`config.mk`:
```
export PLATFORM = sky130hd
export DESIGN_NAME = sar_conversion_sequencer
export DESIGN_NICKNAME = d
export VERILOG_FILES = /design/src/common/sar_seq_pkg.sv /design/src/hw/sar_conv_timer.sv /design/src/hw/sar_conversion_sequencer.sv
export SDC_FILE = /design/constraint.sdc
export NUM_CORES = 1
export LEC_CHECK = 0
export BUFFER_PORTS_ARGS = -buffer_cell sky130_fd_sc_hd__buf_4
export CORE_MARGIN = 5
export CORE_UTILIZATION = 45
export DETAILED_ROUTE_END_ITERATION = 8
export PLACE_DENSITY = 0.71
export SLEW_MARGIN = 5
export SYNTH_ARGS = -nofsm -noshare
export SYNTH_HDL_FRONTEND = slang
export SYNTH_HIERARCHICAL = 1
export SYNTH_SLANG_ARGS = --single-unit
```
`constraint.sdc`:
```
create_clock -name ref_clk -period 2.5 [get_ports ref_clk]
set_input_delay 0.25 -clock ref_clk [delete_from_list [all_inputs] [get_ports ref_clk]]
set_output_delay 0.25 -clock ref_clk [all_outputs]
set_load 0.03 [all_outputs]
```
`src/common/sar_seq_pkg.sv`:
```
// constants and types shared by the conversion sequencer
package sar_seq_pkg;
	localparam int RES_BITS = 16;
	localparam logic [15:0] CODE_ZERO = 16'h0000;
	localparam logic [15:0] CODE_MID  = 16'h8000;
	localparam logic [15:0] CODE_FULL = 16'hFFFF;
	localparam logic [15:0] MSB_MASK  = 16'h8000;
	localparam logic [15:0] ALL_ONES  = 16'hFFFF;
	localparam int REF_CLK_MHZ = 200;
	// least throughput period in ns, and the derived cycle budget
	localparam int MIN_PERIOD_NS = 1000;
	localparam int MIN_PERIOD_CYC = (MIN_PERIOD_NS * REF_CLK_MHZ + 999) / 1000;
	// internal conversion clock divider: bit trial time in ns, and the ref_clk cycles it spans
	localparam int BIT_TIME_NS = 25;
	localparam int BIT_CYC = (BIT_TIME_NS * REF_CLK_MHZ) / 1000;
	localparam logic [7:0] BIT_CYC_M1 = 8'(BIT_CYC - 1);
	// settle gap between opening sample switches and switching arrays to ground
	localparam int SETTLE_NS = 10;
	localparam int SETTLE_CYC = (SETTLE_NS * REF_CLK_MHZ) / 1000;
	localparam logic [7:0] SETTLE_CYC_M1 = 8'(SETTLE_CYC - 1);
	localparam logic [7:0] CNT_ZERO = 8'h00;
	typedef enum logic [4:0] {
		ST_ACQ    = 5'h01,
		ST_OPEN   = 5'h02,
		ST_HOLD   = 5'h04,
		ST_TRIAL  = 5'h08,
		ST_FINISH = 5'h10
	} seq_state_t;
endpackage

```
`src/hw/sar_conv_timer.sv`:
```
// internal conversion clock: a tick every bit period while enabled
`timescale 1ns/1ps
module sar_conv_timer (
	// clock and reset
	input  wire logic       ref_clk,
	input  wire logic       rst,
	// control
	input  wire logic       run,
	input  wire logic [7:0] period_m1,
	// tick out
	output logic            tick
);
	logic [7:0] cnt_q;
	logic [7:0] cnt_d;
	logic       tick_q;
	logic       tick_d;

	always_comb begin
		cnt_d  = sar_seq_pkg::CNT_ZERO;
		tick_d = 1'b0;
		if (run) begin
			if (cnt_q >= period_m1) begin
				tick_d = 1'b1;
			end else begin
				cnt_d = cnt_q + 8'h01;
			end
		end
	end

	always_ff @(posedge ref_clk) begin
		if (rst) begin
			cnt_q  <= sar_seq_pkg::CNT_ZERO;
			tick_q <= 1'b0;
		end else begin
			cnt_q  <= cnt_d;
			tick_q <= tick_d;
		end
	end

	assign tick = tick_q;
endmodule

```
`src/hw/sar_conversion_sequencer.sv`:
```
// successive-approximation conversion sequencer
`timescale 1ns/1ps
module sar_conversion_sequencer (
	// clock and reset
	input  wire logic        ref_clk,
	input  wire logic        rst,
	// host side
	input  wire logic        convert_start,
	output logic [15:0]      result_code,
	output logic             conv_done,
	output logic             conv_busy,
	// analog side
	input  wire logic        comp_out,
	output logic             pos_sample_switch,
	output logic             neg_sample_switch,
	output logic             array_to_input,
	output logic [15:0]      dac_bits,
	output logic             conv_power_en
);
	// sequencer phase
	sar_seq_pkg::seq_state_t state_q;
	sar_seq_pkg::seq_state_t state_d;
	// convert input synchroniser and edge detect
	logic [1:0]  start_sync_q;
	logic [1:0]  start_sync_d;
	logic        start_prev_q;
	logic        start_prev_d;
	logic        start_rise;
	// comparator synchroniser
	logic [1:0]  comp_sync_q;
	logic [1:0]  comp_sync_d;
	logic        comp_keep;
	// successive-approximation datapath
	logic [15:0] sar_q;
	logic [15:0] sar_d;
	logic [15:0] trial_q;
	logic [15:0] trial_d;
	// published result
	logic [15:0] result_q;
	logic [15:0] result_d;
	logic        done_q;
	logic        done_d;
	// settle count after the sample switches open
	logic [7:0]  settle_q;
	logic [7:0]  settle_d;
	// registered switch and power controls
	logic        sample_sw_q;
	logic        sample_sw_d;
	logic        array_in_q;
	logic        array_in_d;
	logic [15:0] dac_q;
	logic [15:0] dac_d;
	logic        power_q;
	logic        power_d;
	logic        busy_q;
	logic        busy_d;
	// internal conversion clock
	logic        timer_run;
	logic        bit_tick;

	// true when the state code equals the wanted phase
	function automatic logic in_state(input sar_seq_pkg::seq_state_t st,
		input sar_seq_pkg::seq_state_t want);
		in_state = (st == want);
	endfunction

	// keep or drop the bit under trial, then raise the next lower one
	function automatic logic [15:0] decide_bit(input logic [15:0] code,
		input logic [15:0] trial, input logic keep);
		logic [15:0] kept;
		kept       = keep ? code : (code & ~trial);
		decide_bit = kept | (trial >> 1);
	endfunction

	// straight binary needs no offset; the search itself pins both ends
	function automatic logic [15:0] clamp_code(input logic [15:0] code);
		clamp_code = code;
	endfunction

	// conversion clock runs only for the trial phase
	assign timer_run = in_state(state_q, sar_seq_pkg::ST_TRIAL);

	sar_conv_timer sar_conv_timer_i (
		.ref_clk   (ref_clk),
		.rst       (rst),
		.run       (timer_run),
		.period_m1 (sar_seq_pkg::BIT_CYC_M1),
		.tick      (bit_tick)
	);

	// convert input: two flops, then edge detect on the second stage
	always_comb begin
		start_sync_d = {start_sync_q[0], convert_start};
		start_prev_d = start_sync_q[1];
	end

	always_ff @(posedge ref_clk) begin
		if (rst) begin
			start_sync_q <= 2'b00;
			start_prev_q <= 1'b0;
		end else begin
			start_sync_q <= start_sync_d;
			start_prev_q <= start_prev_d;
		end
	end

	assign start_rise = start_sync_q[1] & ~start_prev_q;

	// comparator settles well inside a bit period, so two flops cost nothing
	always_comb begin
		comp_sync_d = {comp_sync_q[0], comp_out};
	end

	always_ff @(posedge ref_clk) begin
		if (rst) begin
			comp_sync_q <= 2'b00;
		end else begin
			comp_sync_q <= comp_sync_d;
		end
	end

	assign comp_keep = comp_sync_q[1];

	// phase sequencing
	always_comb begin
		state_d = state_q;
		unique case (state_q)
			sar_seq_pkg::ST_ACQ: begin
				// edges while converting are never seen here, so a run always ends
				if (start_rise) begin
					state_d = sar_seq_pkg::ST_OPEN;
				end
			end
			sar_seq_pkg::ST_OPEN: begin
				// sample switches already open, arrays still on the inputs
				if (settle_q >= sar_seq_pkg::SETTLE_CYC_M1) begin
					state_d = sar_seq_pkg::ST_HOLD;
				end
			end
			sar_seq_pkg::ST_HOLD: begin
				state_d = sar_seq_pkg::ST_TRIAL;
			end
			sar_seq_pkg::ST_TRIAL: begin
				if (bit_tick && trial_q[0]) begin
					state_d = sar_seq_pkg::ST_FINISH;
				end
			end
			sar_seq_pkg::ST_FINISH: begin
				state_d = sar_seq_pkg::ST_ACQ;
			end
		endcase
	end

	always_ff @(posedge ref_clk) begin
		if (rst) begin
			state_q <= sar_seq_pkg::ST_ACQ;
		end else begin
			state_q <= state_d;
		end
	end

	// settle count runs only while the sample switches are open
	always_comb begin
		settle_d = sar_seq_pkg::CNT_ZERO;
		if (in_state(state_q, sar_seq_pkg::ST_OPEN)) begin
			settle_d = settle_q + 8'h01;
		end
	end

	always_ff @(posedge ref_clk) begin
		if (rst) begin
			settle_q <= sar_seq_pkg::CNT_ZERO;
		end else begin
			settle_q <= settle_d;
		end
	end

	// trial weight walks from the top bit down to the bottom one
	always_comb begin
		trial_d = trial_q;
		if (in_state(state_q, sar_seq_pkg::ST_HOLD)) begin
			trial_d = sar_seq_pkg::MSB_MASK;
		end else if (in_state(state_q, sar_seq_pkg::ST_TRIAL) && bit_tick) begin
			trial_d = trial_q >> 1;
		end
	end

	always_ff @(posedge ref_clk) begin
		if (rst) begin
			trial_q <= sar_seq_pkg::CODE_ZERO;
		end else begin
			trial_q <= trial_d;
		end
	end

	// a fresh search per sample, nothing carried from the last result
	always_comb begin
		sar_d = sar_q;
		if (in_state(state_q, sar_seq_pkg::ST_HOLD)) begin
			sar_d = sar_seq_pkg::MSB_MASK;
		end else if (in_state(state_q, sar_seq_pkg::ST_TRIAL) && bit_tick) begin
			sar_d = decide_bit(sar_q, trial_q, comp_keep);
		end
	end

	always_ff @(posedge ref_clk) begin
		if (rst) begin
			sar_q <= sar_seq_pkg::CODE_ZERO;
		end else begin
			sar_q <= sar_d;
		end
	end

	// result taken only once the last decision is in
	always_comb begin
		result_d = result_q;
		if (in_state(state_q, sar_seq_pkg::ST_FINISH)) begin
			result_d = clamp_code(sar_q);
		end
	end

	always_ff @(posedge ref_clk) begin
		if (rst) begin
			result_q <= sar_seq_pkg::CODE_ZERO;
		end else begin
			result_q <= result_d;
		end
	end

	// end-of-conversion pulse, on the edge that loads the result
	always_comb begin
		done_d = in_state(state_q, sar_seq_pkg::ST_FINISH);
	end

	always_ff @(posedge ref_clk) begin
		if (rst) begin
			done_q <= 1'b0;
		end else begin
			done_q <= done_d;
		end
	end

	// controls registered from the next phase, so they change with it
	always_comb begin
		sample_sw_d = in_state(state_d, sar_seq_pkg::ST_ACQ);
		array_in_d  = in_state(state_d, sar_seq_pkg::ST_ACQ)
			| in_state(state_d, sar_seq_pkg::ST_OPEN);
	end

	always_ff @(posedge ref_clk) begin
		if (rst) begin
			sample_sw_q <= 1'b1;
			array_in_q  <= 1'b1;
		end else begin
			sample_sw_q <= sample_sw_d;
			array_in_q  <= array_in_d;
		end
	end

	always_comb begin
		dac_d = sar_seq_pkg::CODE_ZERO;
		if (in_state(state_d, sar_seq_pkg::ST_TRIAL)) begin
			dac_d = sar_d;
		end
	end

	always_ff @(posedge ref_clk) begin
		if (rst) begin
			dac_q <= sar_seq_pkg::CODE_ZERO;
		end else begin
			dac_q <= dac_d;
		end
	end

	always_comb begin
		power_d = !in_state(state_d, sar_seq_pkg::ST_ACQ);
		busy_d  = !in_state(state_d, sar_seq_pkg::ST_ACQ);
	end

	always_ff @(posedge ref_clk) begin
		if (rst) begin
			power_q <= 1'b0;
			busy_q  <= 1'b0;
		end else begin
			power_q <= power_d;
			busy_q  <= busy_d;
		end
	end

	assign pos_sample_switch = sample_sw_q;
	assign neg_sample_switch = sample_sw_q;
	assign array_to_input    = array_in_q;
	assign dac_bits          = dac_q;
	// analog powered only while converting
	assign conv_power_en     = power_q;
	assign conv_busy         = busy_q;
	assign result_code       = result_q;
	assign conv_done         = done_q;
endmodule

```
# Word level (Yosys, flattened, before mapping)
# Index checks and enable logic that the tools add are counted.
totals:
  ff_bits: 95
  in_bits: 4
  wordCells: 56
classes:
  addsub: 2
  magnitude_cmp: 2
  n_eq_ne: 8
  mux: 10
  n_bitwise: 9
  n_reduce_logical: 9
op_table:
  columns: ["operator", "n"]
  rows:
  - ["2-to-1 mux 16 bit", 5]
  - ["case mux 5 bit (5 select lines)", 1]
  - ["adder 8 x 1 -> 8 bit (second input constant)", 2]
  - ["bitwise AND 16 bit", 1]
  - ["NOT 16 bit", 1]
  - ["bitwise OR 16 x 15 -> 16 bit", 1]
  - ["2-to-1 mux 5 bit", 3]
  - ["== test 5 x 1 -> 1 bit (second input constant)", 2]
  - ["== test 5 x 2 -> 1 bit (second input constant)", 2]
  - ["== test 5 x 4 -> 1 bit (second input constant)", 2]
  - [">= comparator 8 x 1 -> 1 bit (second input constant)", 1]
  - [">= comparator 8 x 3 -> 1 bit (second input constant)", 1]
  - ["OR reduction 2 bit", 4]
  - ["== test 5 x 3 -> 1 bit (second input constant)", 1]
  - ["== test 5 bit (second input constant)", 1]
  - ["NOT 1 bit", 4]
  - ["OR reduction 3 bit", 1]
  - ["logical AND 1 bit", 2]
  - ["nonzero test 2 bit", 1]
  - ["bitwise AND 1 bit", 1]
  - ["zero test 1 bit", 1]
  - ["2-to-1 mux 1 bit", 1]
  - ["bitwise OR 1 bit", 1]

# Longest topological paths before layout
# Gate-level depths: netlist (run 1).
logic_depth:
  word_depth: 7
  depth_mapped: 8

# Cells and area by module
# Netlist (run 1), hierarchy kept.
by_module_without_submodules:
  columns: ["mod", "instances", "cells_per_inst", "area_per_inst_um2", "seq_area_each_um2"]
  rows:
  - ["sar_conversion_sequencer", 1, 362, 3231.8, 1721.7]
  - ["sar_conv_timer", 1, 61, 605.6, 180.2]

# Worst setup path before layout (run 1)
# No wires, ideal clock.
synth_path:
  path_type: "flip-flop to flip-flop"
  startpoint: "register settle_q[1]"
  endpoint: "register dac_q[0] (netlist: dac_bits[0])"
  setup_ns: 0.074
  arrival_ns: 1.705
  t_required_ns: 2.426
  setup_slack_ns: 0.721
  stages_incl_launch_ff: 9
  n_path_buf: 1
  period_less_slack_ns: 1.779
  path_cell_list: "dfxtp_1 inv_1 ha_1 nor4b_1 nand2_1 a32oi_1 nand4_4 buf_6 nor3_2"
synth_between:
  elab_chain_cells: 6
synth_rtl:
  columns: ["element", "line_no", "text"]
  rows:
  - ["start: declaration", "sar_conversion_sequencer.sv:44", "logic [7:0] settle_q;"]
  - ["start signal: assignment", "sar_conversion_sequencer.sv:172", "settle_q <= sar_seq_pkg::CNT_ZERO;"]
  - ["start signal: assignment", "sar_conversion_sequencer.sv:174", "settle_q <= settle_d;"]
  - [">= comparator 8 x 1 -> 1 bit", "sar_conversion_sequencer.sv:136", "if (settle_q >= sar_seq_pkg::SETTLE_CYC_M1) begin"]
  - ["2-to-1 mux 5 bit", "sar_conversion_sequencer.sv:136", null]
  - ["case mux 5 bit (5 select lines)", "sar_conversion_sequencer.sv:127", "unique case (state_q)"]
  - ["== test 5 x 4 -> 1 bit", "sar_conversion_sequencer.sv:64", "in_state = (st == want);"]
  - ["NOT 1 bit (no line)", null, null]
  - ["OR reduction 2 bit (no line)", null, null]
  - ["end signal: assignment", "sar_conversion_sequencer.sv:269", "dac_q <= sar_seq_pkg::CODE_ZERO;"]
  - ["end: declaration", "sar_conversion_sequencer.sv:51", "logic [15:0] dac_q;"]
# Every way passes these cells.
# A chain may end at the register's enable or synchronous reset.

# Final worst setup path (run 1)
layout_path:
  startpoint: "register settle_q[1]"
  endpoint: "register dac_q[4] (netlist: dac_bits[4])"
# Same word-level chain as after synthesis.

==> metrics.txt, run 1 <==
# TYPE chip_impl_metric gauge
chip_impl_metric{name="syn2layout_area_growth",unit="%"} 15.2
chip_impl_metric{name="die_area",unit="mm2"} 0.0105
chip_impl_metric{name="holdPathStages",unit=""} 2
chip_impl_metric{name="nets",unit=""} 476
chip_impl_metric{name="timing.hold.ws",unit="ps"} 107
chip_impl_metric{name="gpl.final_weighted_congestion",unit=""} 0.842
chip_impl_metric{name="cts.path.max_buffers",unit=""} 2
chip_impl_info{name="rsz_0062_raised_after_global_routing",value="false"} 1
chip_impl_metric{name="syn_area_per_cell",unit="um2"} 9.07
chip_impl_metric{name="r2r_slack",unit="ps"} 320
chip_impl_metric{name="io_buffers",unit=""} 41
chip_impl_metric{name="peak_freq",unit="MHz"} 460
chip_impl_metric{name="grt_pass1_wl",unit="um"} 13100
chip_impl_metric{name="routed_via_density",unit=""} 5.12
chip_impl_metric{name="grt_overflow",unit=""} 0
chip_impl_metric{name="post_cts_hold_buffer_count",unit=""} 0
chip_impl_info{name="crit_reg_reg_endpoint",value="dac_bits[4]"} 1
chip_impl_info{name="status",value="completed"} 1
chip_impl_metric{name="synth_enable_flop_cells",unit=""} 0
chip_impl_metric{name="insertion_delay",unit="ps"} 360
chip_impl_metric{name="crit_fanout",unit=""} 16
chip_impl_metric{name="crit_required",unit="ps"} 2760
chip_impl_metric{name="core-area",unit="mm2"} 0.00826
chip_impl_metric{name="reg2regPathDepth",unit=""} 7
chip_impl_metric{name="p_per_area",unit="mW/mm2"} 628
chip_impl_metric{name="io_pins",unit=""} 42
chip_impl_metric{name="slew_viol_final",unit=""} 0
chip_impl_info{name="worstHoldStart",value="convert_start"} 1
chip_impl_metric{name="h-tree-depth",unit=""} 3
chip_impl_metric{name="tritoncts.num_buffers",unit=""} 9
chip_impl_info{name="timing.rr.start",value="settle_q[1]"} 1
chip_impl_metric{name="detailed_place_hpwl",unit="um"} 5280
chip_impl_metric{name="maximum_ir_drop_on_the_vdd_rail",unit="uV"} 271
chip_impl_metric{name="synthesis.instances",unit=""} 423
chip_impl_metric{name="synthDistinctLibCells",unit=""} 48
chip_impl_info{name="worst_setup_path_start_kind",value="flip-flop"} 1
chip_impl_metric{name="drtAntennaViolNets",unit=""} 0
chip_impl_metric{name="report.final.setup_viol",unit=""} 0
chip_impl_metric{name="slew_headroom",unit="%"} 55.3
chip_impl_metric{name="die_height",unit="um"} 102
chip_impl_metric{name="grt_use_total",unit="%"} 15.8
chip_impl_metric{name="worstMarginPinSlew",unit="ps"} 668
chip_impl_metric{name="yosysWarningCount",unit=""} 6
chip_impl_info{name="holdPathEnd",value="start_sync_q[0]"} 1
chip_impl_metric{name="floorplan.rows",unit=""} 33
chip_impl_metric{name="dr.first_iter.drc_count",unit=""} 153
chip_impl_metric{name="die_width",unit="um"} 102
chip_impl_metric{name="total_wire_length",unit="um"} 7640
chip_impl_metric{name="antenna-diode-count",unit=""} 0
chip_impl_metric{name="post_cts_setup_buffer_count",unit=""} 0
chip_impl_metric{name="grt_start_max_net_pins",unit=""} 36
chip_impl_metric{name="cts_resized",unit=""} 0
chip_impl_info{name="cts.root.buffer_cell",value="sky130_fd_sc_hd__clkbuf_8"} 1
chip_impl_metric{name="async_flop_share",unit="%"} 0
chip_impl_metric{name="clk_pin_slew_worst_setup_hold_paths",unit="ps"} 90
chip_impl_info{name="tritoncts",value="done"} 1
chip_impl_metric{name="route.vias.total",unit=""} 2916
chip_impl_info{name="startpoint",value="settle_q[1]"} 1
chip_impl_metric{name="postLayoutCoreUtil",unit="%"} 53.5
chip_impl_metric{name="fin_setup_tns",unit="ps"} 0
chip_impl_metric{name="synth_seq_cells",unit=""} 95
chip_impl_metric{name="count_of_final_hold_check_violations",unit=""} 0
chip_impl_metric{name="firstDrtPassIters",unit=""} 4
chip_impl_metric{name="maxCapViolations",unit=""} 0
chip_impl_metric{name="final_min_period_over_clock_period",unit="%"} 87.0
chip_impl_info{name="synth-main-ff-cell",value="sky130_fd_sc_hd__dfxtp_1"} 1
chip_impl_metric{name="wl_per_cell",unit="um"} 13.4
chip_impl_metric{name="total_leakage_power",unit="nW"} 1.67
chip_impl_metric{name="grt_pass1_vias",unit=""} 2777
chip_impl_info{name="critPathKind",value="flip-flop to flip-flop"} 1
chip_impl_metric{name="period_needed",unit="ps"} 2180
chip_impl_metric{name="post_route_cells_drive_above_1_share",unit="%"} 19.6
chip_impl_metric{name="clock-skew-final",unit="ps"} 9.60
chip_impl_metric{name="drc",unit=""} 0
chip_impl_metric{name="initial_utilization",unit="%"} 46.5
chip_impl_info{name="crit_path_end_kind",value="flip-flop"} 1
chip_impl_info{name="worstHoldPathType",value="input port to flip-flop"} 1
chip_impl_metric{name="report.power.total",unit="mW"} 2.78
chip_impl_metric{name="post_synth_instance_area",unit="mm2"} 0.00384
chip_impl_metric{name="cts.sink_count",unit=""} 95
chip_impl_metric{name="cp_data_arrival_time",unit="ps"} 2430
chip_impl_metric{name="synth.yosys.seq_area_share",unit="%"} 49.6
chip_impl_metric{name="initial_antenna_violation_count",unit=""} 0
==> metal layers <==
metal / vias to the layer above / wire length, um / track usage [%]
li1: 1476 / - / -
met1: 1352 / 3460 / 21.8
met2: 79 / 3560 / 24.4
met3: 9 / 537 / 4.37
met4: 0 / 83 / 4.04
met5: - / 0 / 0
==> per-stage QoR <==
stage	instance area [um2]	cells	setup WS, ps
after floorplan	3860	429	721
after global placement	4200	554	498
after detailed placement	4200	554	318
after CTS	4420	570	286
after global routing	4420	570	126
final	4420	570	325
==> worst max-delay path by stage <==
stage	to	slack [ps]	depth (start not counted)
after floorplan	dac_bits[0]	720	8
after global placement	dac_bits[7]	500	7
after detailed placement	dac_bits[4]	320	7
after CTS	dac_bits[4]	290	7
after global routing	dac_bits[4]	130	7
final	dac_bits[4]	320	7
==> Yosys cell counts, types with 4 or more instances <==
master,count,share of area [%]
sky130_fd_sc_hd__nor2_1,35,3.4
sky130_fd_sc_hd__inv_1,13,1.3
sky130_fd_sc_hd__nand2b_1,6,0.98
sky130_fd_sc_hd__nor3_2,17,4.4
sky130_fd_sc_hd__a21boi_1,9,1.8
sky130_fd_sc_hd__nand2_1,71,6.9
sky130_fd_sc_hd__a21oi_1,38,5.0
sky130_fd_sc_hd__and3_1,7,1.1
sky130_fd_sc_hd__nor3_1,7,0.91
sky130_fd_sc_hd__nor2b_1,8,1.3
sky130_fd_sc_hd__dfxtp_1,95,50
sky130_fd_sc_hd__ha_1,12,3.9
sky130_fd_sc_hd__xor2_1,9,2.1
sky130_fd_sc_hd__buf_4,8,1.6
sky130_fd_sc_hd__xnor2_1,4,0.91
sky130_fd_sc_hd__nand3_1,27,3.5
sky130_fd_sc_hd__a21boi_0,6,1.2
sky130_fd_sc_hd__clkbuf_1,14,1.4
==> sequential cells by signal, summed over array words and instances, names as in the netlist <==
name                    flops
sar_q                      16
conv_done                   1
trial_q                    16
result_code                16
neg_sample_switch           1
settle_q                    8
sar_conv_timer_i/cnt_q      8
sar_conv_timer_i/tick       1
array_to_input              1
start_sync_q                2
comp_sync_q                 2
state_q                     5
dac_bits                   16
start_prev_q                1
conv_busy                   1
==> area by class of cell <==
cell class / instances / area, um2
Fill cell: 772 / 3840
Clock buffer: 9 / 124
Sequential cell: 95 / 1900
Tap cell: 105 / 131
Multi-Input combinational cell: 294 / 1760
Inverter: 13 / 48.8
Timing Repair Buffer: 47 / 353
Clock inverter: 7 / 103
==> cells by family (layout without fill, tap and decap cells) <==
| group | after synthesis | count (layout) | synth area share, % |
|---|---|---|---|
| compound gates | 68 | 68 | 11.9 |
| other cells | 2 | 8 | 0.196 |
| fa+ha+maj | 12 | 12 | 3.91 |
| simple gates | 193 | 193 | 26.3 |
| buf+inv | 40 | 76 | 5.15 |
| xor+xnor | 13 | 13 | 2.97 |
| flops | 95 | 95 | 49.6 |
==> worst max-delay path, stage by stage, from the launching register on <==
cell and delay (ps):
sky130_fd_sc_hd__dfxtp_1 410, sky130_fd_sc_hd__inv_1 80, sky130_fd_sc_hd__ha_1 170, sky130_fd_sc_hd__nor4b_1 230, sky130_fd_sc_hd__nand2_1 130, sky130_fd_sc_hd__a32oi_1 340, sky130_fd_sc_hd__nand4_4 380, sky130_fd_sc_hd__nor3_1 340
==> power by group <==
| part | total [mW] | internal (mW) | switching, mW |
|---|---|---|---|
| Combinational | 0.121 | 0.0482 | 0.0727 |
| Clock | 1.12 | 0.575 | 0.540 |
| Sequential | 1.54 | 1.52 | 0.0154 |
==> cells in the final DEF (no fill, tap or decap), types with 2 or more instances in the layout <==
| cell type | count |
|---|---|
| sky130_fd_sc_hd__a21boi_0 | 6 |
| sky130_fd_sc_hd__a21boi_1 | 9 |
| sky130_fd_sc_hd__a21o_1 | 3 |
| sky130_fd_sc_hd__a21oi_1 | 38 |
| sky130_fd_sc_hd__and3_1 | 7 |
| sky130_fd_sc_hd__buf_4 | 47 |
| sky130_fd_sc_hd__bufinv_16 | 2 |
| sky130_fd_sc_hd__clkbuf_8 | 9 |
| sky130_fd_sc_hd__conb_1 | 8 |
| sky130_fd_sc_hd__dfxtp_1 | 95 |
| sky130_fd_sc_hd__ha_1 | 12 |
| sky130_fd_sc_hd__inv_1 | 13 |
| sky130_fd_sc_hd__inv_6 | 3 |
| sky130_fd_sc_hd__nand2_1 | 71 |
| sky130_fd_sc_hd__nand2b_1 | 6 |
| sky130_fd_sc_hd__nand3_1 | 27 |
| sky130_fd_sc_hd__nor2_1 | 35 |
| sky130_fd_sc_hd__nor2b_1 | 8 |
| sky130_fd_sc_hd__nor3_1 | 7 |
| sky130_fd_sc_hd__nor3_2 | 17 |
| sky130_fd_sc_hd__nor4_1 | 2 |
| sky130_fd_sc_hd__o21ai_0 | 2 |
| sky130_fd_sc_hd__xnor2_1 | 4 |
| sky130_fd_sc_hd__xor2_1 | 9 |
Power figures use the tool's default switching activity.
==> inputs of run 2 (changes only) <==
--- a/config.mk
+++ b/config.mk
@@ -6,10 +6,10 @@
 export NUM_CORES = 1
 export LEC_CHECK = 0
 export BUFFER_PORTS_ARGS = -buffer_cell sky130_fd_sc_hd__buf_4
-export CORE_MARGIN = 5
 export CORE_UTILIZATION = 45
 export DETAILED_ROUTE_END_ITERATION = 8
-export PLACE_DENSITY = 0.71
+export GPL_ROUTABILITY_DRIVEN = 0
+export PLACE_DENSITY_LB_ADDON = 0.08
 export SLEW_MARGIN = 5
 export SYNTH_ARGS = -nofsm -noshare
 export SYNTH_HDL_FRONTEND = slang
==> run 2 against run 1 <==
- clock-buffer cell count grew 3
- critical path depth unchanged
- maximum frequency shrank 0.54%
- global-route usage increased by 3.2 points
- wire length rose by 1.2%
- highest routed layer unchanged
- critical path type unchanged
==> metrics.txt, run 2 (synthesized netlist as in run 1, its figures left out) <==
# TYPE chip_impl_metric gauge
chip_impl_metric{name="tritoncts.num_buffers",unit=""} 9
chip_impl_info{name="crit_chain",value="inv_1 -> ha_1 -> nor4b_1 -> nand2_1 -> a32oi_1 -> nand4_4 -> nor3_1"} 1
chip_impl_metric{name="cts.path.max_buffers",unit=""} 2
chip_impl_metric{name="grt_start_max_net_pins",unit=""} 36
chip_impl_metric{name="period_needed",unit="ps"} 2190
chip_impl_metric{name="placedInstanceArea",unit="mm2"} 0.00420
chip_impl_info{name="rsz_0062_raised_after_global_routing",value="false"} 1
chip_impl_metric{name="total_wire_length",unit="um"} 7740
chip_impl_metric{name="post_cts_setup_buffer_count",unit=""} 0
chip_impl_info{name="layout.cells.most_common",value="sky130_fd_sc_hd__dfxtp_1"} 1
chip_impl_info{name="cts.root.buffer_cell",value="sky130_fd_sc_hd__clkbuf_8"} 1
chip_impl_info{name="timing.critical_path.slowest_stage_cell",value="sky130_fd_sc_hd__nand4_4"} 1
chip_impl_metric{name="dr.first_iter.drc_count",unit=""} 141
chip_impl_metric{name="report.final.setup_viol",unit=""} 0
chip_impl_metric{name="die_width",unit="um"} 94.3
chip_impl_metric{name="reg2regPathDepth",unit=""} 7
chip_impl_metric{name="worstMarginPinSlew",unit="ps"} 575
chip_impl_metric{name="routed_via_density",unit=""} 5.07
chip_impl_info{name="worst_path_dominant_cell_family",value="simple AND/OR/NAND/NOR gates"} 1
chip_impl_metric{name="initial_antenna_violation_count",unit=""} 0
chip_impl_info{name="startpoint",value="settle_q[1]"} 1
chip_impl_metric{name="antenna-diode-count",unit=""} 0
chip_impl_metric{name="crit_required",unit="ps"} 2770
chip_impl_info{name="final_cell_mix",value="sky130_fd_sc_hd__dfxtp_1, sky130_fd_sc_hd__nand2_1, sky130_fd_sc_hd__buf_4"} 1
chip_impl_metric{name="cp_data_arrival_time",unit="ps"} 2460
chip_impl_metric{name="final_min_period_over_clock_period",unit="%"} 87.5
chip_impl_info{name="crit_reg_reg_endpoint",value="dac_bits[4]"} 1
chip_impl_metric{name="p_per_area",unit="mW/mm2"} 619
chip_impl_metric{name="h-tree-depth",unit=""} 3
chip_impl_info{name="worstHoldPathType",value="input port to flip-flop"} 1
chip_impl_metric{name="grt_use_total",unit="%"} 19.0
chip_impl_info{name="timing.rr.start",value="settle_q[1]"} 1
chip_impl_metric{name="drtAntennaViolNets",unit=""} 0
chip_impl_metric{name="peak_freq",unit="MHz"} 457
chip_impl_metric{name="initial_utilization",unit="%"} 46.7
chip_impl_metric{name="io_pins",unit=""} 42
chip_impl_metric{name="post_cts_hold_buffer_count",unit=""} 0
chip_impl_metric{name="clk_pin_slew_worst_setup_hold_paths",unit="ps"} 90
chip_impl_info{name="worst_setup_path_start_kind",value="flip-flop"} 1
chip_impl_metric{name="slew_headroom",unit="%"} 61.7
chip_impl_metric{name="crit_fanout",unit=""} 16
chip_impl_metric{name="post_route_cells_drive_above_1_share",unit="%"} 19.7
chip_impl_metric{name="slew_viol_final",unit=""} 0
chip_impl_metric{name="final_cell_area",unit="mm2"} 0.00442
chip_impl_metric{name="grt_pass1_wl",unit="um"} 12900
chip_impl_metric{name="maximum_ir_drop_on_the_vdd_rail",unit="uV"} 326
chip_impl_info{name="status",value="completed"} 1
chip_impl_metric{name="timing.critical_path.slowest_cell_delay",unit="ps"} 410
chip_impl_info{name="crit_path_end_kind",value="flip-flop"} 1
chip_impl_metric{name="wl_per_cell",unit="um"} 13.5
chip_impl_metric{name="route.vias.total",unit=""} 2896
chip_impl_metric{name="cp.buffers_inverters",unit=""} 1
chip_impl_metric{name="drc",unit=""} 0
chip_impl_info{name="tritoncts",value="done"} 1
chip_impl_metric{name="die_area",unit="mm2"} 0.00890
chip_impl_metric{name="count_of_final_hold_check_violations",unit=""} 0
chip_impl_metric{name="timing.hold.ws",unit="ps"} 111
chip_impl_metric{name="r2r_slack",unit="ps"} 310
chip_impl_metric{name="postLayoutCoreUtil",unit="%"} 53.8
chip_impl_info{name="critical_path.endpoint",value="dac_bits[4]"} 1
chip_impl_metric{name="worst-path-stages",unit=""} 7
chip_impl_info{name="critPathKind",value="flip-flop to flip-flop"} 1
chip_impl_metric{name="maxCapViolations",unit=""} 0
chip_impl_metric{name="floorplan.rows",unit=""} 33
chip_impl_metric{name="firstDrtPassIters",unit=""} 4
chip_impl_metric{name="detailed_place_hpwl",unit="um"} 5220
chip_impl_metric{name="io_buffers",unit=""} 41
chip_impl_metric{name="total_leakage_power",unit="nW"} 1.67
chip_impl_metric{name="fin_setup_tns",unit="ps"} 0
chip_impl_metric{name="clock-skew-final",unit="ps"} 7.82
chip_impl_metric{name="cts.sink_count",unit=""} 95
chip_impl_metric{name="fillerInstances",unit=""} 799
chip_impl_metric{name="insertion_delay",unit="ps"} 360
chip_impl_metric{name="grt_pass1_vias",unit=""} 2736
chip_impl_metric{name="grt_overflow",unit=""} 0
chip_impl_metric{name="die_height",unit="um"} 94.3
chip_impl_metric{name="cts_resized",unit=""} 0
chip_impl_metric{name="nets",unit=""} 477
chip_impl_metric{name="syn2layout_area_growth",unit="%"} 15.2
chip_impl_metric{name="core-area",unit="mm2"} 0.00822
[run 2: cell types whose count changed in the layout (fill, tap and decap cells not counted), sizes merged]
cell and change:
buf +1, inv -2, clkbuf +3, bufinv -1
[run 2: per-layer routing]
layer	wire length, um	GRT usage (%)
met2	3420	30.0
met5	0	0
met4	94	5.51
met3	423	5.23
met1	3800	25.4
[run 2: how the worst min path moves through the flow]
| stage | startpoint | endpoint | slack [ps] | cells after the start |
|---|---|---|---|---|
| after global placement | start_sync_q[0] | start_sync_q[1] | 420 | 1 |
| after detailed placement | start_sync_q[0] | start_sync_q[1] | 420 | 1 |
| after floorplan | comp_out | comp_sync_q[0] | 380 | 1 |
| final | comp_out | comp_sync_q[0] | 110 | 2 |
| after CTS | comp_out | comp_sync_q[0] | 110 | 2 |
| after global routing | convert_start | start_sync_q[0] | 100 | 2 |
[run 2: where the power goes]
| group | internal, mW | switching [mW] | leakage [nW] |
|---|---|---|---|
| Clock | 0.547 | 0.524 | 0.109 |
| Sequential | 1.52 | 0.0157 | 0.767 |
| Combinational | 0.0482 | 0.0757 | 0.792 |
| Total | 2.12 | 0.616 | 1.67 |
[run 2: final cells by class]
| type | instances | area (um2) | share of cell area (%) |
|---|---|---|---|
| Timing Repair Buffer | 48 | 360 | 8.15 |
| Tap cell | 105 | 131 | 2.97 |
| Multi-Input combinational cell | 294 | 1760 | 39.8 |
| Clock buffer | 12 | 165 | 3.74 |
| Inverter | 13 | 48.8 | 1.10 |
| Clock inverter | 4 | 51.3 | 1.16 |
| Sequential cell | 95 | 1900 | 43.0 |
[run 2: stage by stage]
stage                     total power, mW  std cells  setup WS [ps]
after floorplan                      1.67        429            721
after global placement               1.70        555            443
after detailed placement             1.70        555            318
after CTS                            2.76        571            292
after global routing                 2.83        571           65.5
final                                2.74        571            313
==> inputs of run 3 (changes only) <==
--- a/config.mk
+++ b/config.mk
@@ -9,6 +9,7 @@
 export CORE_UTILIZATION = 45
 export DETAILED_ROUTE_END_ITERATION = 8
 export GPL_ROUTABILITY_DRIVEN = 0
+export GPL_TIMING_DRIVEN = 0
 export PLACE_DENSITY_LB_ADDON = 0.08
 export SLEW_MARGIN = 5
 export SYNTH_ARGS = -nofsm -noshare
==> run 3 against run 2 <==
- clock power is 5% higher
- combinational power is 18% higher
- largest power group unchanged
- non-clock buffer count is 20 higher
==> metrics.txt, run 3 (synthesized netlist as in run 1, its figures left out) <==
# TYPE chip_impl_metric gauge
chip_impl_metric{name="routed_via_density",unit=""} 5.02
chip_impl_metric{name="timing.critical_path.slowest_cell_delay",unit="ps"} 600
chip_impl_info{name="critPathKind",value="flip-flop to flip-flop"} 1
chip_impl_metric{name="place_ws",unit="ps"} 357
chip_impl_info{name="rsz_0062_raised_after_global_routing",value="false"} 1
chip_impl_info{name="crit_path_end_kind",value="flip-flop"} 1
chip_impl_metric{name="report.power.total",unit="mW"} 2.80
chip_impl_info{name="layout.cells.most_common",value="sky130_fd_sc_hd__dfxtp_1"} 1
chip_impl_info{name="crit_chain",value="buf_4 -> nor2_2 -> and3_1 -> clkbuf_1 -> clkbuf_1 -> nor3_1"} 1
chip_impl_metric{name="p_per_area",unit="mW/mm2"} 620
chip_impl_metric{name="power.combinational.fraction",unit="%"} 5.2
chip_impl_metric{name="h-tree-depth",unit=""} 3
chip_impl_metric{name="post_cts_hold_buffer_count",unit=""} 0
chip_impl_metric{name="io_pins",unit=""} 42
chip_impl_metric{name="initial_utilization",unit="%"} 46.7
chip_impl_info{name="timing.critical_path.mode_cell",value="sky130_fd_sc_hd__clkbuf_1"} 1
chip_impl_info{name="worst_path_dominant_cell_family",value="buffers and inverters"} 1
chip_impl_metric{name="worstMarginPinSlew",unit="ps"} 714
chip_impl_metric{name="nets",unit=""} 497
chip_impl_metric{name="slew_viol_final",unit=""} 0
chip_impl_metric{name="grt_pass1_wl",unit="um"} 13400
chip_impl_metric{name="route.vias.total",unit=""} 2961
chip_impl_metric{name="global_route.usage.met1",unit="%"} 29.1
chip_impl_metric{name="power.share.clock",unit="%"} 40.0
chip_impl_info{name="worstHoldPathType",value="input port to flip-flop"} 1
chip_impl_metric{name="cp.buffers_inverters",unit=""} 3
chip_impl_metric{name="drc",unit=""} 0
chip_impl_metric{name="slew_headroom",unit="%"} 52.4
chip_impl_metric{name="globalRouteMet2Util",unit="%"} 28.5
chip_impl_metric{name="grt_use_total",unit="%"} 20.0
chip_impl_metric{name="crit_required",unit="ps"} 2730
chip_impl_metric{name="count_of_final_hold_check_violations",unit=""} 0
chip_impl_metric{name="use_met3",unit="%"} 3.46
chip_impl_metric{name="total_leakage_power",unit="nW"} 1.71
chip_impl_metric{name="grt_overflow",unit=""} 0
chip_impl_info{name="worst_setup_path_start_kind",value="flip-flop"} 1
chip_impl_info{name="tritoncts",value="done"} 1
chip_impl_metric{name="grt_pass1_vias",unit=""} 2710
chip_impl_metric{name="power.switching_fraction",unit="%"} 23.2
chip_impl_metric{name="dr.first_iter.drc_count",unit=""} 121
chip_impl_metric{name="insertion_delay",unit="ps"} 370
chip_impl_metric{name="post_cts_setup_buffer_count",unit=""} 0
chip_impl_metric{name="drtAntennaViolNets",unit=""} 0
chip_impl_metric{name="clock-skew-final",unit="ps"} 15.5
chip_impl_metric{name="cts_resized",unit=""} 0
chip_impl_metric{name="crit_fanout",unit=""} 10
chip_impl_metric{name="report.final.setup_viol",unit=""} 0
chip_impl_metric{name="power_switching",unit="mW"} 0.649
chip_impl_metric{name="detailed_place_hpwl",unit="um"} 5680
chip_impl_metric{name="cts.path.max_buffers",unit=""} 2
chip_impl_metric{name="period_needed",unit="ps"} 2160
chip_impl_info{name="cts.root.buffer_cell",value="sky130_fd_sc_hd__clkbuf_8"} 1
chip_impl_metric{name="die_height",unit="um"} 94.3
chip_impl_info{name="timing.critical_path.slowest_stage_cell",value="sky130_fd_sc_hd__clkbuf_1"} 1
chip_impl_metric{name="firstDrtPassIters",unit=""} 4
chip_impl_metric{name="tritoncts.num_buffers",unit=""} 9
chip_impl_metric{name="cp_data_arrival_time",unit="ps"} 2390
chip_impl_metric{name="clk_pin_slew_worst_setup_hold_paths",unit="ps"} 100
chip_impl_metric{name="final_min_period_over_clock_period",unit="%"} 86.3
chip_impl_info{name="gr-max-usage-layer",value="met1"} 1
chip_impl_metric{name="syn2layout_area_growth",unit="%"} 17.6
chip_impl_metric{name="maximum_ir_drop_on_the_vdd_rail",unit="uV"} 251
chip_impl_metric{name="core-area",unit="mm2"} 0.00822
chip_impl_metric{name="antenna-diode-count",unit=""} 0
chip_impl_metric{name="floorplan.rows",unit=""} 33
chip_impl_info{name="final_cell_mix",value="sky130_fd_sc_hd__dfxtp_1, sky130_fd_sc_hd__nand2_1, sky130_fd_sc_hd__buf_4"} 1
chip_impl_metric{name="grt_start_max_net_pins",unit=""} 17
chip_impl_metric{name="io_buffers",unit=""} 41
chip_impl_metric{name="fin_setup_tns",unit="ps"} 0
chip_impl_metric{name="sequentialPowerShare",unit="%"} 54.7
chip_impl_metric{name="initial_antenna_violation_count",unit=""} 0
chip_impl_metric{name="maxCapViolations",unit=""} 0
chip_impl_metric{name="die_area",unit="mm2"} 0.00890
chip_impl_metric{name="wl_per_cell",unit="um"} 13.8
chip_impl_metric{name="die_width",unit="um"} 94.3
chip_impl_metric{name="total_wire_length",unit="um"} 8130
chip_impl_metric{name="postLayoutSetupSlackWorst",unit="ps"} 343
chip_impl_metric{name="cts.sink_count",unit=""} 95
chip_impl_metric{name="peak_freq",unit="MHz"} 464
chip_impl_info{name="status",value="completed"} 1
chip_impl_metric{name="cellInternalPower",unit="mW"} 2.15
chip_impl_metric{name="post_route_cells_drive_above_1_share",unit="%"} 19.8
[run 3: cell types whose count changed in the layout (fill, tap and decap cells not counted), moves of 2 or more]
cell,before,now
sky130_fd_sc_hd__buf_2,0,2
sky130_fd_sc_hd__clkbuf_8,12,9
sky130_fd_sc_hd__buf_6,0,2
sky130_fd_sc_hd__clkbuf_1,0,14
[run 3: layout make-up]
type	instances	area [um2]
fillers	777	3700
flip-flops and latches	95	1900
multi-input cells	294	1760
repair buffers	41	308
plain buffers	27	149
well taps	105	131
clock buffers	9	124
clock inverters	6	91.3
inverters	13	48.8
[run 3: final timing paths]
kind	startpoint	to	slack, ps	cells after the start
worst min-delay path	convert_start	start_sync_q[0]	90	2
worst max register to register	state_q[1]	dac_bits[7]	340	6
worst max-delay path	state_q[1]	dac_bits[7]	340	6
worst min register to register	start_sync_q[0]	start_sync_q[1]	450	1
[run 3: per-layer routing]
| metal | part of all wire, % | routed length [um] |
|---|---|---|
| met1 | 52 | 4270 |
| met2 | 41 | 3360 |
| met3 | 4.0 | 323 |
| met4 | 2.1 | 173 |
| met5 | 0 | 0 |
[run 3: power groups by stage]
stage / logic, mW / registers, mW / clock network, mW
CTS: 0.145 / 1.53 / 1.14
global placement: 0.144 / 1.57 / 0
detailed placement: 0.144 / 1.57 / 0
floorplan: 0.0954 / 1.58 / 0
finish: 0.146 / 1.53 / 1.12
global route: 0.160 / 1.53 / 1.20
[run 3: through the flow]
step	area (um2)	cells	utilization (%)	hold slack, ps
after global placement	4300	575	52.3	425
final	4510	590	54.9	86.6
after CTS	4510	590	54.9	82.0
after global routing	4510	590	54.9	75.1
after floorplan	3860	429	-	378
after detailed placement	4300	575	52.3	431
